## src/logic/pps_pkg.sv

```systemverilog
// Constants and types of the step program sequencer and editor
package pps_pkg;
    localparam int STEP_W = 6;
    localparam int STEP_COUNT = 41;
    localparam logic [5:0] STEP_FIRST = 6'h01;
    localparam logic [5:0] STEP_MAX = 6'h29;
    localparam int WORD_W = 32;
    localparam logic [3:0] REG_STATUS = 4'h0;
    localparam logic [3:0] REG_SELECT = 4'h4;
    localparam logic [3:0] REG_STEPDATA = 4'h8;
    localparam logic [3:0] REG_CMD = 4'hC;
    localparam int CMD_START = 0;
    localparam int CMD_STOP = 1;
    localparam int CMD_DONE = 2;
    localparam int STS_RUN = 0;
    localparam int STS_BUSY = 1;
    localparam int STS_EDIT = 2;
    localparam int STS_OP_LSB = 3;
    localparam int STS_EXEC_LSB = 8;
    localparam int STS_SEL_LSB = 16;
    localparam int FN_LSB = 0;
    localparam int FN_MSB = 3;
    localparam int PRM_LSB = 4;
    localparam int PRM_MSB = 10;
    localparam int DIR_BIT = 11;
    localparam int RATE_LSB = 12;
    localparam int RATE_MSB = 21;
    localparam int VOL_LSB = 22;
    localparam int VOL_MSB = 31;
    localparam int OP_WINDOW_S = 2;
    localparam int CLK_HZ = 100_000_000;
    localparam int OP_WINDOW_CYC = OP_WINDOW_S * CLK_HZ;
    localparam logic [27:0] CNT_RST = 28'h0000000;
    localparam logic [31:0] RDATA_RST = 32'h00000000;

    typedef enum logic [3:0] {
        FN_STOP = 4'h0,
        FN_RATE = 4'h1,
        FN_FILL = 4'h2,
        FN_INCR = 4'h3,
        FN_DECR = 4'h4,
        FN_GOTO_STEP = 4'h5,
        FN_EVENT = 4'h6
    } pps_fn_e;
    localparam logic [3:0] FN_LAST = 4'h6;

    typedef enum logic [2:0] {
        ST_IDLE = 3'h0,
        ST_NUM = 3'h1,
        ST_FUNC = 3'h2,
        ST_ARM = 3'h3,
        ST_SHIFT = 3'h4
    } pps_state_e;

    typedef enum logic [1:0] {
        EDIT_OP_SELECT_STEP = 2'h0,
        EDIT_OP_INSERT_STEP = 2'h1,
        EDIT_OP_REMOVE_STEP = 2'h2
    } pps_op_e;

    typedef enum logic [2:0] {
        DSP_VOLUME = 3'h0,
        DSP_STEP_NUMBER = 3'h1,
        DSP_FUNC = 3'h2,
        DSP_OP = 3'h3,
        DSP_BUSY = 3'h4
    } pps_disp_e;
endpackage : pps_pkg

```

## src/logic/pps_step_store.sv

```systemverilog
// Step program storage, one word per step, two read ports and one write port
`timescale 1ns/1ps
module pps_step_store
    import pps_pkg::*;
(
    input wire logic mclk,
    input wire logic wr_en,
    input wire logic [5:0] wr_idx,
    input wire logic [31:0] wr_data,
    input wire logic [5:0] rd_idx_a,
    output logic [31:0] rd_data_a,
    input wire logic [5:0] rd_idx_b,
    output logic [31:0] rd_data_b
);
    // No reset: contents must outlive a reset like retained storage
    logic [WORD_W-1:0] mem_r [1:STEP_COUNT];

    function automatic logic in_range(input logic [5:0] i);
        return (i >= STEP_FIRST) && (i <= STEP_MAX);
    endfunction : in_range

    always_ff @(posedge mclk)
    begin
        if (wr_en && in_range(wr_idx))
        begin
            mem_r[wr_idx] <= wr_data;
        end
    end

    // Out of range reads give an all-zero stop word
    assign rd_data_a = in_range(rd_idx_a) ? mem_r[rd_idx_a] : '0;
    assign rd_data_b = in_range(rd_idx_b) ? mem_r[rd_idx_b] : '0;
endmodule : pps_step_store

```

## src/logic/pps_sequencer.sv

```systemverilog
// Step program sequencer, keypad editor and register port
//
// The plain strobed port and the register offsets were decided locally.
`timescale 1ns/1ps
module pps_sequencer
    import pps_pkg::*;
#(
    parameter int OP_WINDOW_CYCLES = OP_WINDOW_CYC
)
(
    input wire logic mclk,
    input wire logic arst_n,
    input wire logic [3:0] reg_addr,
    input wire logic [31:0] reg_wdata,
    input wire logic reg_wr,
    input wire logic reg_rd,
    output logic [31:0] reg_rdata,
    input wire logic key_start,
    input wire logic trig_start,
    input wire logic key_step,
    input wire logic key_func,
    input wire logic key_up,
    input wire logic key_down,
    input wire logic key_opsel,
    input wire logic key_other,
    input wire logic step_done,
    output logic running,
    output logic busy,
    output logic [2:0] disp_mode,
    output logic [5:0] step_number_display,
    output logic [5:0] exec_step,
    output logic pump_on,
    output logic pump_dir,
    output logic [9:0] pump_rate,
    output logic [9:0] pump_vol
);
    localparam logic [27:0] OP_LAST = 28'(OP_WINDOW_CYCLES - 1);

    function automatic logic [5:0] clamp_step(input logic [6:0] n);
        if (n == 7'h00)
        begin
            return STEP_FIRST;
        end
        else if (n > {1'b0, STEP_MAX})
        begin
            return STEP_MAX;
        end
        return n[5:0];
    endfunction : clamp_step

    function automatic logic is_ref(input logic [31:0] w);
        return (w[FN_MSB:FN_LSB] == FN_GOTO_STEP) || (w[FN_MSB:FN_LSB] == FN_EVENT);
    endfunction : is_ref

    function automatic logic [31:0] fix_ref(input logic [31:0] w, input logic ins,
                                            input logic [5:0] s);
        logic [31:0] r;
        logic [6:0] p;
        r = w;
        p = w[PRM_MSB:PRM_LSB];
        if (is_ref(w))
        begin
            // Saturate at 41: a reference to the dropped step stays in range
            if (ins && p >= {1'b0, s} && p < {1'b0, STEP_MAX})
            begin
                r[PRM_MSB:PRM_LSB] = p + 7'h01;
            end
            else if (!ins && p > {1'b0, s})
            begin
                r[PRM_MSB:PRM_LSB] = p - 7'h01;
            end
        end
        return r;
    endfunction : fix_ref

    pps_state_e state_r, state_nxt;
    pps_op_e op_r, op_nxt;
    pps_disp_e disp_r, disp_nxt;
    logic [5:0] sel_r, sel_nxt, exec_r, exec_nxt, walk_r, walk_nxt;
    logic [27:0] cnt_r, cnt_nxt;
    logic run_r, run_nxt;
    logic [31:0] rdata_r, rd_a, rd_b, status_w, fix_w;
    logic pump_on_r, pump_dir_r;
    logic [9:0] pump_rate_r, pump_vol_r;

    wire logic cmd_wr = reg_wr && (reg_addr == REG_CMD);
    wire logic sel_wr = reg_wr && (reg_addr == REG_SELECT);
    wire logic shifting = (state_r == ST_SHIFT);
    wire logic is_ins = (op_r == EDIT_OP_INSERT_STEP);
    wire logic start_req = key_start || trig_start || (cmd_wr && reg_wdata[CMD_START]);
    wire logic stop_req = cmd_wr && reg_wdata[CMD_STOP];
    wire logic done_req = step_done || (cmd_wr && reg_wdata[CMD_DONE]);
    wire logic [3:0] cur_fn = rd_b[FN_MSB:FN_LSB];
    wire logic cur_pump = (cur_fn >= FN_RATE) && (cur_fn <= FN_DECR);
    wire logic [3:0] sel_fn = rd_a[FN_MSB:FN_LSB];

    // Walk order avoids overwriting a source before it is copied
    wire logic [5:0] src_idx = is_ins ? ((walk_r > sel_r) ? walk_r - 6'h01 : walk_r)
                                      : ((walk_r >= sel_r) ? walk_r + 6'h01 : walk_r);
    wire logic walk_done = is_ins ? (walk_r == STEP_FIRST) : (walk_r == STEP_MAX);
    wire logic [3:0] new_fn = (sel_r == STEP_FIRST) ? FN_RATE : FN_STOP;
    wire logic [31:0] shift_word = (is_ins && walk_r == sel_r) ? {28'h0000000, new_fn}
                                                               : fix_w;
    wire logic [3:0] fn_up = (sel_fn >= FN_LAST) ? FN_STOP : sel_fn + 4'h1;
    wire logic [3:0] fn_dn = (sel_fn == FN_STOP) ? FN_LAST : sel_fn - 4'h1;
    wire logic fn_we = (state_r == ST_FUNC) && (key_up || key_down);
    wire logic bus_we = reg_wr && (reg_addr == REG_STEPDATA) && !shifting;
    wire logic wr_en = shifting || fn_we || bus_we;
    wire logic [5:0] wr_idx = shifting ? walk_r : sel_r;
    wire logic [31:0] wr_data = shifting ? shift_word
                              : fn_we ? {rd_a[31:4], key_up ? fn_up : fn_dn}
                              : reg_wdata;
    wire logic [5:0] rd_idx_a = shifting ? src_idx : sel_r;
    wire logic [31:0] rd_word = (reg_addr == REG_STATUS) ? status_w
                              : (reg_addr == REG_SELECT) ? {26'h0000000, sel_r}
                              : (reg_addr == REG_STEPDATA && !shifting) ? rd_a
                              : 32'h00000000;

    assign fix_w = fix_ref(rd_a, is_ins, sel_r);

    pps_step_store u_store (
        .mclk(mclk),
        .wr_en(wr_en),
        .wr_idx(wr_idx),
        .wr_data(wr_data),
        .rd_idx_a(rd_idx_a),
        .rd_data_a(rd_a),
        .rd_idx_b(exec_r),
        .rd_data_b(rd_b)
    );

    always_comb
    begin
        status_w = '0;
        status_w[STS_RUN] = run_r;
        status_w[STS_BUSY] = shifting;
        status_w[STS_EDIT] = (state_r != ST_IDLE);
        status_w[STS_OP_LSB +: 2] = op_r;
        status_w[STS_EXEC_LSB +: STEP_W] = exec_r;
        status_w[STS_SEL_LSB +: STEP_W] = sel_r;
    end

    always_comb
    begin
        run_nxt = run_r;
        exec_nxt = exec_r;
        if (start_req && !shifting)
        begin
            run_nxt = 1'b1;
            exec_nxt = STEP_FIRST;
        end
        else if (stop_req || (run_r && cur_fn == FN_STOP))
        begin
            run_nxt = 1'b0;
            exec_nxt = STEP_FIRST;
        end
        else if (run_r && cur_fn == FN_GOTO_STEP)
        begin
            exec_nxt = clamp_step(rd_b[PRM_MSB:PRM_LSB]);
        end
        else if (run_r && done_req)
        begin
            if (exec_r == STEP_MAX)
            begin
                run_nxt = 1'b0;
                exec_nxt = STEP_FIRST;
            end
            else
            begin
                exec_nxt = exec_r + 6'h01;
            end
        end
    end

    always_comb
    begin
        state_nxt = state_r;
        op_nxt = op_r;
        disp_nxt = disp_r;
        sel_nxt = sel_r;
        walk_nxt = walk_r;
        cnt_nxt = cnt_r;
        if (sel_wr && !shifting)
        begin
            sel_nxt = clamp_step(reg_wdata[6:0]);
        end
        case (state_r)
            ST_IDLE:
            begin
                if (key_step)
                begin
                    state_nxt = ST_NUM;
                    disp_nxt = DSP_STEP_NUMBER;
                end
            end
            ST_NUM:
            begin
                if (key_up)
                begin
                    sel_nxt = (sel_r == STEP_MAX) ? STEP_MAX : sel_r + 6'h01;
                end
                else if (key_down)
                begin
                    sel_nxt = (sel_r == STEP_FIRST) ? STEP_FIRST : sel_r - 6'h01;
                end
                else if (key_func)
                begin
                    state_nxt = ST_FUNC;
                    disp_nxt = DSP_FUNC;
                end
                else if (key_opsel)
                begin
                    op_nxt = EDIT_OP_INSERT_STEP;
                    state_nxt = ST_ARM;
                    disp_nxt = DSP_OP;
                    cnt_nxt = CNT_RST;
                end
                else if (key_other)
                begin
                    state_nxt = ST_IDLE;
                    disp_nxt = DSP_VOLUME;
                end
            end
            ST_FUNC:
            begin
                if (key_func)
                begin
                    state_nxt = ST_IDLE;
                    disp_nxt = DSP_VOLUME;
                end
                else if (key_step)
                begin
                    state_nxt = ST_NUM;
                    disp_nxt = DSP_STEP_NUMBER;
                end
            end
            ST_ARM:
            begin
                if (key_opsel)
                begin
                    cnt_nxt = CNT_RST;
                    if (op_r == EDIT_OP_INSERT_STEP)
                    begin
                        op_nxt = EDIT_OP_REMOVE_STEP;
                    end
                    else
                    begin
                        op_nxt = EDIT_OP_SELECT_STEP;
                        state_nxt = ST_NUM;
                        disp_nxt = DSP_STEP_NUMBER;
                    end
                end
                else if (key_step && !run_r)
                begin
                    state_nxt = ST_SHIFT;
                    disp_nxt = DSP_BUSY;
                    walk_nxt = is_ins ? STEP_MAX : STEP_FIRST;
                end
                else if (key_step || key_up || key_down || key_func || key_other
                         || cnt_r == OP_LAST)
                begin
                    op_nxt = EDIT_OP_SELECT_STEP;
                    state_nxt = ST_NUM;
                    disp_nxt = DSP_STEP_NUMBER;
                end
                else
                begin
                    cnt_nxt = cnt_r + 28'h0000001;
                end
            end
            ST_SHIFT:
            begin
                if (walk_done)
                begin
                    op_nxt = EDIT_OP_SELECT_STEP;
                    state_nxt = ST_NUM;
                    disp_nxt = DSP_STEP_NUMBER;
                end
                else
                begin
                    walk_nxt = is_ins ? walk_r - 6'h01 : walk_r + 6'h01;
                end
            end
            default:
            begin
                state_nxt = ST_IDLE;
                disp_nxt = DSP_VOLUME;
            end
        endcase
    end

    always_ff @(posedge mclk or negedge arst_n)
    begin
        if (!arst_n)
        begin
            state_r <= ST_IDLE;
            op_r <= EDIT_OP_SELECT_STEP;
            disp_r <= DSP_VOLUME;
            sel_r <= STEP_FIRST;
            exec_r <= STEP_FIRST;
            walk_r <= STEP_FIRST;
            cnt_r <= CNT_RST;
            run_r <= 1'b0;
            rdata_r <= RDATA_RST;
        end
        else
        begin
            state_r <= state_nxt;
            op_r <= op_nxt;
            disp_r <= disp_nxt;
            sel_r <= sel_nxt;
            exec_r <= exec_nxt;
            walk_r <= walk_nxt;
            cnt_r <= cnt_nxt;
            run_r <= run_nxt;
            rdata_r <= reg_rd ? rd_word : RDATA_RST;
        end
    end

    // Pump setup follows the executing step one cycle later
    always_ff @(posedge mclk or negedge arst_n)
    begin
        if (!arst_n)
        begin
            pump_on_r <= 1'b0;
            pump_dir_r <= 1'b0;
            pump_rate_r <= 10'h000;
            pump_vol_r <= 10'h000;
        end
        else
        begin
            pump_on_r <= run_r && cur_pump;
            pump_dir_r <= rd_b[DIR_BIT];
            pump_rate_r <= rd_b[RATE_MSB:RATE_LSB];
            pump_vol_r <= rd_b[VOL_MSB:VOL_LSB];
        end
    end

    assign reg_rdata = rdata_r;
    assign running = run_r;
    assign busy = shifting;
    assign disp_mode = disp_r;
    assign step_number_display = sel_r;
    assign exec_step = exec_r;
    assign pump_on = pump_on_r;
    assign pump_dir = pump_dir_r;
    assign pump_rate = pump_rate_r;
    assign pump_vol = pump_vol_r;
endmodule : pps_sequencer

```

## config.mk

```make
export PLATFORM = sky130hd
export DESIGN_NAME = pps_sequencer
export DESIGN_NICKNAME = d
export VERILOG_FILES = /design/src/logic/pps_pkg.sv /design/src/logic/pps_step_store.sv /design/src/logic/pps_sequencer.sv
export SDC_FILE = /design/constraint.sdc
export NUM_CORES = 2
export LEC_CHECK = 0
export BUFFER_PORTS_ARGS = -buffer_cell sky130_fd_sc_hd__buf_4
export CAP_MARGIN = 10
export CORE_ASPECT_RATIO = 1.4
export CORE_MARGIN = 10
export CORE_UTILIZATION = 35
export DETAILED_ROUTE_END_ITERATION = 16
export SYNTH_ARGS = -nofsm -noshare
export SYNTH_HDL_FRONTEND = slang
export SYNTH_SLANG_ARGS = --single-unit
```

## constraint.sdc

```tcl
create_clock -name mclk -period 8.75 [get_ports mclk]
set_clock_uncertainty 0.15 [all_clocks]
set_input_delay 0.4375 -clock mclk [delete_from_list [all_inputs] [get_ports mclk]]
set_output_delay 0.4375 -clock mclk [all_outputs]
set_load 0.1 [all_outputs]
```

Word level (Yosys, flattened, before mapping)
Memory sizes are Yosys's and may differ from the RTL's.
Index checks and enable logic that the tools add are counted.
W data, S select, Z words.
{"block": "op_classes", "n_reduce_logical": 59, "n_lt_le_gt_ge": 16, "eq_ne": 33, "muxes": 94, "n_addsub": 10}
{"operator": "$mux W32", "count": 9}
{"operator": "$mux W28", "count": 7}
{"operator": "$mux W6", "count": 27}
{"operator": "$pmux W28 S2", "count": 1}
{"operator": "$mux W3", "count": 14}
{"operator": "$pmux W3 S5", "count": 2}
{"operator": "$add A28 B1 Y28 const B", "count": 1}
{"operator": "$eq A28 B28 Y1 const B", "count": 1}
{"operator": "$logic_and A1 B1 Y1", "count": 25}
{"operator": "$mux W7", "count": 3}
{"operator": "$add A6 B1 Y6 const B", "count": 3}
{"operator": "$eq A6 B6 Y1 const B", "count": 3}
{"operator": "$ge A6 B1 Y1 const B", "count": 3}
{"operator": "$le A6 B6 Y1 const B", "count": 3}
{"operator": "$mux W2", "count": 9}
{"operator": "$mux W1", "count": 17}
{"operator": "$eq A4 B3 Y1 const B", "count": 4}
{"operator": "$ne A3 B3 Y1 const B", "count": 5}
{"operator": "$gt A7 B6 Y1 const B", "count": 2}
{"operator": "$logic_not A7 Y1", "count": 2}
{"operator": "$ne A2 B2 Y1 const B", "count": 7}
{"operator": "$logic_or A1 B1 Y1", "count": 13}
{"operator": "$eq A6 B1 Y1 const B", "count": 2}
{"operator": "$logic_not A4 Y1", "count": 3}
{"operator": "other kinds (34)", "count": 46}
{"block": "word_totals", "word_cells": 226, "mem_bits_rw": 1312, "input_bits": 49, "reg_bits": 109, "mem_count": 1}
{"name": "u_store.mem_r", "words": 41, "word_bits": 32, "rd": 2, "rd_clocked_by_memory_dff": 0, "write_ports": 1, "line_no": "pps_step_store.sv:16", "source": "logic [WORD_W-1:0] mem_r [1:STEP_COUNT];"}

Longest topological paths before layout
{"block": "logic_depth", "depth_word": 14, "mapped_depth": 29}

Hierarchy
From an unflattened synthesis, not the netlist that was laid out.
{"block": "hier_totals", "cells_unflattened": 4168, "hier_area_um2": 67618.6}
{"module": "pps_step_store", "cells_per_inst": 3390, "n_inst": 1, "area_each_um2": 60830.8}
{"module": "pps_sequencer", "cells_per_inst": 778, "n_inst": 1, "area_each_um2": 6787.8}

Least setup slack after synthesis
Ideal clock, no wire load.
{"block": "synth_path", "path_kind": "reg2reg", "from": "register sel_r[3], in the netlist step_number_display[3]", "to": "memory u_store.mem_r[10][10] (data pin)", "setup_slack_ps": 215, "path_buffers": 4, "required_time_ps": 8076, "period_less_slack_ps": 8535, "path_stages_with_launch": 27, "arrival_time_ps": 7861, "cell_sequence": "dfrtp_1 clkbuf_1 inv_1 ha_1 nand4_2 o21bai_4 a211oi_4 a221oi_2 a211oi_2 buf_2 buf_2 buf_1 nand2_1 nand3_1 nand3_1 and3_1 nor4_2 ha_1 and3_1 and3_1 nor2_1 maj3_1 a21oi_1 o31ai_4 nand4_1 xor2_1 o21ai_0"}
{"block": "synth_via", "elab_chain_len": 14}
{"element": "from (decl)", "line_no": "pps_sequencer.sv:79", "source": "logic [5:0] sel_r, sel_nxt, exec_r, exec_nxt, walk_r, walk_nxt;"}
{"element": "from (signal assigned)", "line_no": "pps_sequencer.sv:311", "source": "sel_r <= sel_nxt;"}
{"element": "branches (longest 13 deep; another with $mem_v2 Z41 W32)"}
{"element": "$mux W32 (*)", "line_no": "pps_sequencer.sv:110", "source": "wire logic [31:0] wr_data = shifting ? shift_word"}
{"element": "named net u_store.wr_data[10]", "line_no": "pps_step_store.sv:9", "source": "input wire logic [31:0] wr_data,"}
{"element": "to (decl)", "line_no": "pps_step_store.sv:16"}
Mark *: on every way through the listed nets, which the timed path passes.

Worst setup path after layout
{"block": "layout_path", "from": "register sel_r[3], in the netlist step_number_display[3]", "to": "memory u_store.mem_r[13][9] (data pin)"}
Same word-level chain as after synthesis.

==> impl_metrics.toml <==
[synthesis]
synthCells = 5667
syn-num-nets = 5743
synth_sequential_area_ratio_pct = 59.97
synthSimpleGateAreaFrac_pct = 14.65
synth_area_mm2 = 0.07025
ys_async_sr_fraction_pct = 7.671
synth_edf_count = 1312
synth_compound_area_share_pct = 7.843
synthFlopType = "edfxtp_1"
synth_top_area_share_pct = 56.08
synth_area_leaders = "edfxtp_1 56%, mux4_2 11%, nand2_1 6.8%, nand3_1 4.9%, dfrtp_1 3.8%"
ys_ff_latch = 1421
synthAdderAreaFrac_pct = 0.4951
avgSynthCellArea_um2 = 12.40
synth_largest_area_cell = "edfxtp_1"
synth-xor-area-share_pct = 0.2743
synth_mux_area_share_pct = 13.69
synth_top_family_by_area = "simple AND/OR/NAND/NOR gates"
synth_cell_type_count = 88
synth_warnings = 0

[die]
io_pins = 120
die_y_um = 550.1
initial_core_util_pct = 35.21
die_area_mm2 = 0.2193
num_rows = 194
core_area_mm2 = 0.1995
chipWidth_um = 398.7

[sta]
min_period_over_period_pct = 90.29
rsz0062_at_grt = "false"
fin_setup_tns_ns = 0
final_max_slew_viol_count = 0
slew_headroom_pct = 21.80
fmax_mhz = 126.6
period_minus_slack_ns = 7.900
hold_viol = 0
setup_viol_count_final = 0
tightest_slew_ns = 1.169

[grt]
grt_util_met2_pct = 36.36
grt_max_degree = 110
grt_overflow = 0
grt_pass1_wl_mm = 369.4
grt.busiest_layer = "met2"
met1_usage_pct = 28.74
gr-usage-all-layers_pct = 22.88
grt_antenna_before_repair = 8
grt_pass1_vias = 50950
met3_usage_pct = 4.986

[clock_tree]
clkSinkCount = 1421
clkSlewWorstSetupHoldPaths_ns = 0.07
cts_tree = "built"
ctsLongestPathBuffers = 4
insertion_delay_ns = 0.79
root_buffer = "clkbuf_16"
cts_max_level = 4
cts_buffers = 146

[drt]
vias_per_cell = 6.213
postRouteAntennaNets = 0
drtIter0Drc = 7192
vias = 52600
wl_mm = 259.8
drc = 0
drt-wirelength-per-cell_um = 30.69
firstDrtPassIters = 6

[cells_and_area]
syn2layout_area_growth_pct = 13.45
nets = 5787
drive_gt1_share_pct = 17.70
most-common-layout-cells = "1312 x edfxtp_1, 1271 x nand2_1, 689 x nand3_1, 328 x mux4_2, 306 x buf_4"
instances_no_fill = 8465
layout_commonest_cell = "edfxtp_1"
fillers = 18630

[setup_path]
endpoint_kind = "flip-flop"
cp_max_fo = 37
critPathKind = "reg -> reg"
cp.arrival_ns = 8.27
worstPathRequired_ns = 9.12
start_kind = "flip-flop"

[status]
status = "finished, final reports clean"

[power]
p_leak_nw = 27.07
peakVddDrop_mv = 0.2053
p_per_area_mw_per_mm2 = 296.6

[place]
port_buffers = 119
dp.final_hpwl_mm = 145.2
globalplace.congestion = 0.9088
place_inst = 8185

[job]
cap_violations = 0

[min_path]
hold_class = "in -> reg"
-- cell usage after synthesis (7+ instances only) --
master and n:
clkbuf_1 211, nand4_1 17, mux2_2 44, nor2b_1 24, buf_4 25, xor2_1 12
a21oi_1 145, o31ai_1 13, and3_1 63, o211ai_1 38, and2_1 10, xnor2_1 10
nor2_1 187, mux4_2 328, dfrtp_1 106, a211oi_1 164, nand2_1 1273, mux2i_1 171
a2111oi_0 24, buf_6 10, buf_1 71, nand2b_1 11, o22ai_1 32, o21ai_0 121
nand3_1 689, ha_1 27, a31oi_1 68, nor4_1 16, edfxtp_1 1312, buf_2 130
nor3_1 45, a221o_1 8, a311oi_1 52, or3_1 9, a221oi_1 14, a211o_1 10
o211a_1 7, inv_1 38, a22oi_1 32
-- per-stage QoR --
step	power, mW	cell area, um2	utilization, %	setup WS (ns)	hold slack [ns]
after floorplan	13.95	70250	-	0.2150	-0.008091
after global placement	17.12	74710	37.45	0.8270	0.3121
after detailed placement	17.21	74710	37.45	0.6778	0.3089
after CTS	23.51	79660	39.93	0.6463	0.05549
after global routing	24.52	79690	39.94	0.5489	0.1480
final	23.64	79700	39.95	0.8500	0.09936
-- worst max-delay path: stages, from the launching register on --
cell	delay [ns]
dfrtp_1	0.63
inv_1	0.21
ha_1	0.37
nand4_2	0.19
o21bai_4	0.24
a211oi_4	0.45
a22o_1	0.63
a211o_4	0.56
nor4_1	0.24
a221o_2	0.54
a2111oi_0	0.27
and4_1	0.54
ha_1	0.33
and3_1	0.20
and3_1	0.21
nor2_1	0.10
maj3_1	0.17
a21oi_1	0.06
o31ai_4	0.37
nand4_1	0.23
o211a_1	0.26
a211o_1	0.41
buf_16	0.23
-- path summary, 6_finish.rpt --
kind / from / end / slack (ns) / depth (start not counted)
setup / recovery: step_number_display[3] / u_store.mem_r[13][9] / 0.85 / 22
hold / removal: reg_addr[2] / reg_rdata[5] / 0.1 / 4
setup reg to reg: step_number_display[3] / u_store.mem_r[13][9] / 0.85 / 22
hold reg to reg: cnt_r[7] / cnt_r[7] / 0.35 / 2
max in group asynchronous: arst_n / exec_step[3] / 7.01 / 3
min in group asynchronous: arst_n / cnt_r[5] / 0.11 / 2
-- cell type report --
cell class | instances | area (um2) | area share (%)
clock buffers | 175 | 3963 | 4.972
inverters | 42 | 157.7 | 0.1978
flip-flops and latches | 1421 | 42150 | 52.89
diodes | 5 | 12.51 | 0.01570
multi-input cells | 3757 | 26540 | 33.30
well taps | 2646 | 3311 | 4.154
repair buffers | 343 | 2806 | 3.521
clock inverters | 76 | 757.0 | 0.9497
-- report_power, final --
part | total (mW) | internal (mW) | switching [mW]
Combinational | 9.19 | 2.61 | 6.58
Clock | 6.33 | 3.62 | 2.70
Sequential | 8.12 | 7.98 | 0.144
Total | 23.6 | 14.2 | 9.43
-- routing by layer --
metal | wire, um | share of wire [%]
met4 | 17720 | 6.8
met2 | 119400 | 46
met5 | 43 | 0.017
met3 | 28400 | 11
met1 | 94240 | 36
-- flip-flops by register name, indices dropped and copies added (netlist names), 2 cells and up --
| name | count |
|---|---|
| step_number_display | 6 |
| pump_rate | 10 |
| disp_mode | 3 |
| reg_rdata | 32 |
| cnt_r | 28 |
| exec_step | 6 |
| u_store.mem_r | 1312 |
| walk_r | 6 |
| pump_vol | 10 |
| state_r | 3 |
| op_r | 2 |
-- kinds of logic (layout without fill, tap and decap cells) --
| family | after synthesis | count (layout) |
|---|---|---|
| xor+xnor | 22 | 22 |
| compound gates | 796 | 796 |
| other cells | 0 | 5 |
| fa+ha+maj | 28 | 28 |
| simple gates | 2366 | 2366 |
| flops | 1421 | 1421 |
| buf+inv | 489 | 636 |
| mux | 545 | 545 |
-- repair_timing --
action,in CTS,in global routing
resized for setup,0,0
endpoints found under the hold margin,79,0
hold buffers,23,0
setup endpoints to repair,0,0
buffers inserted,0,0
No activity file was read; power rests on OpenSTA's default activity.
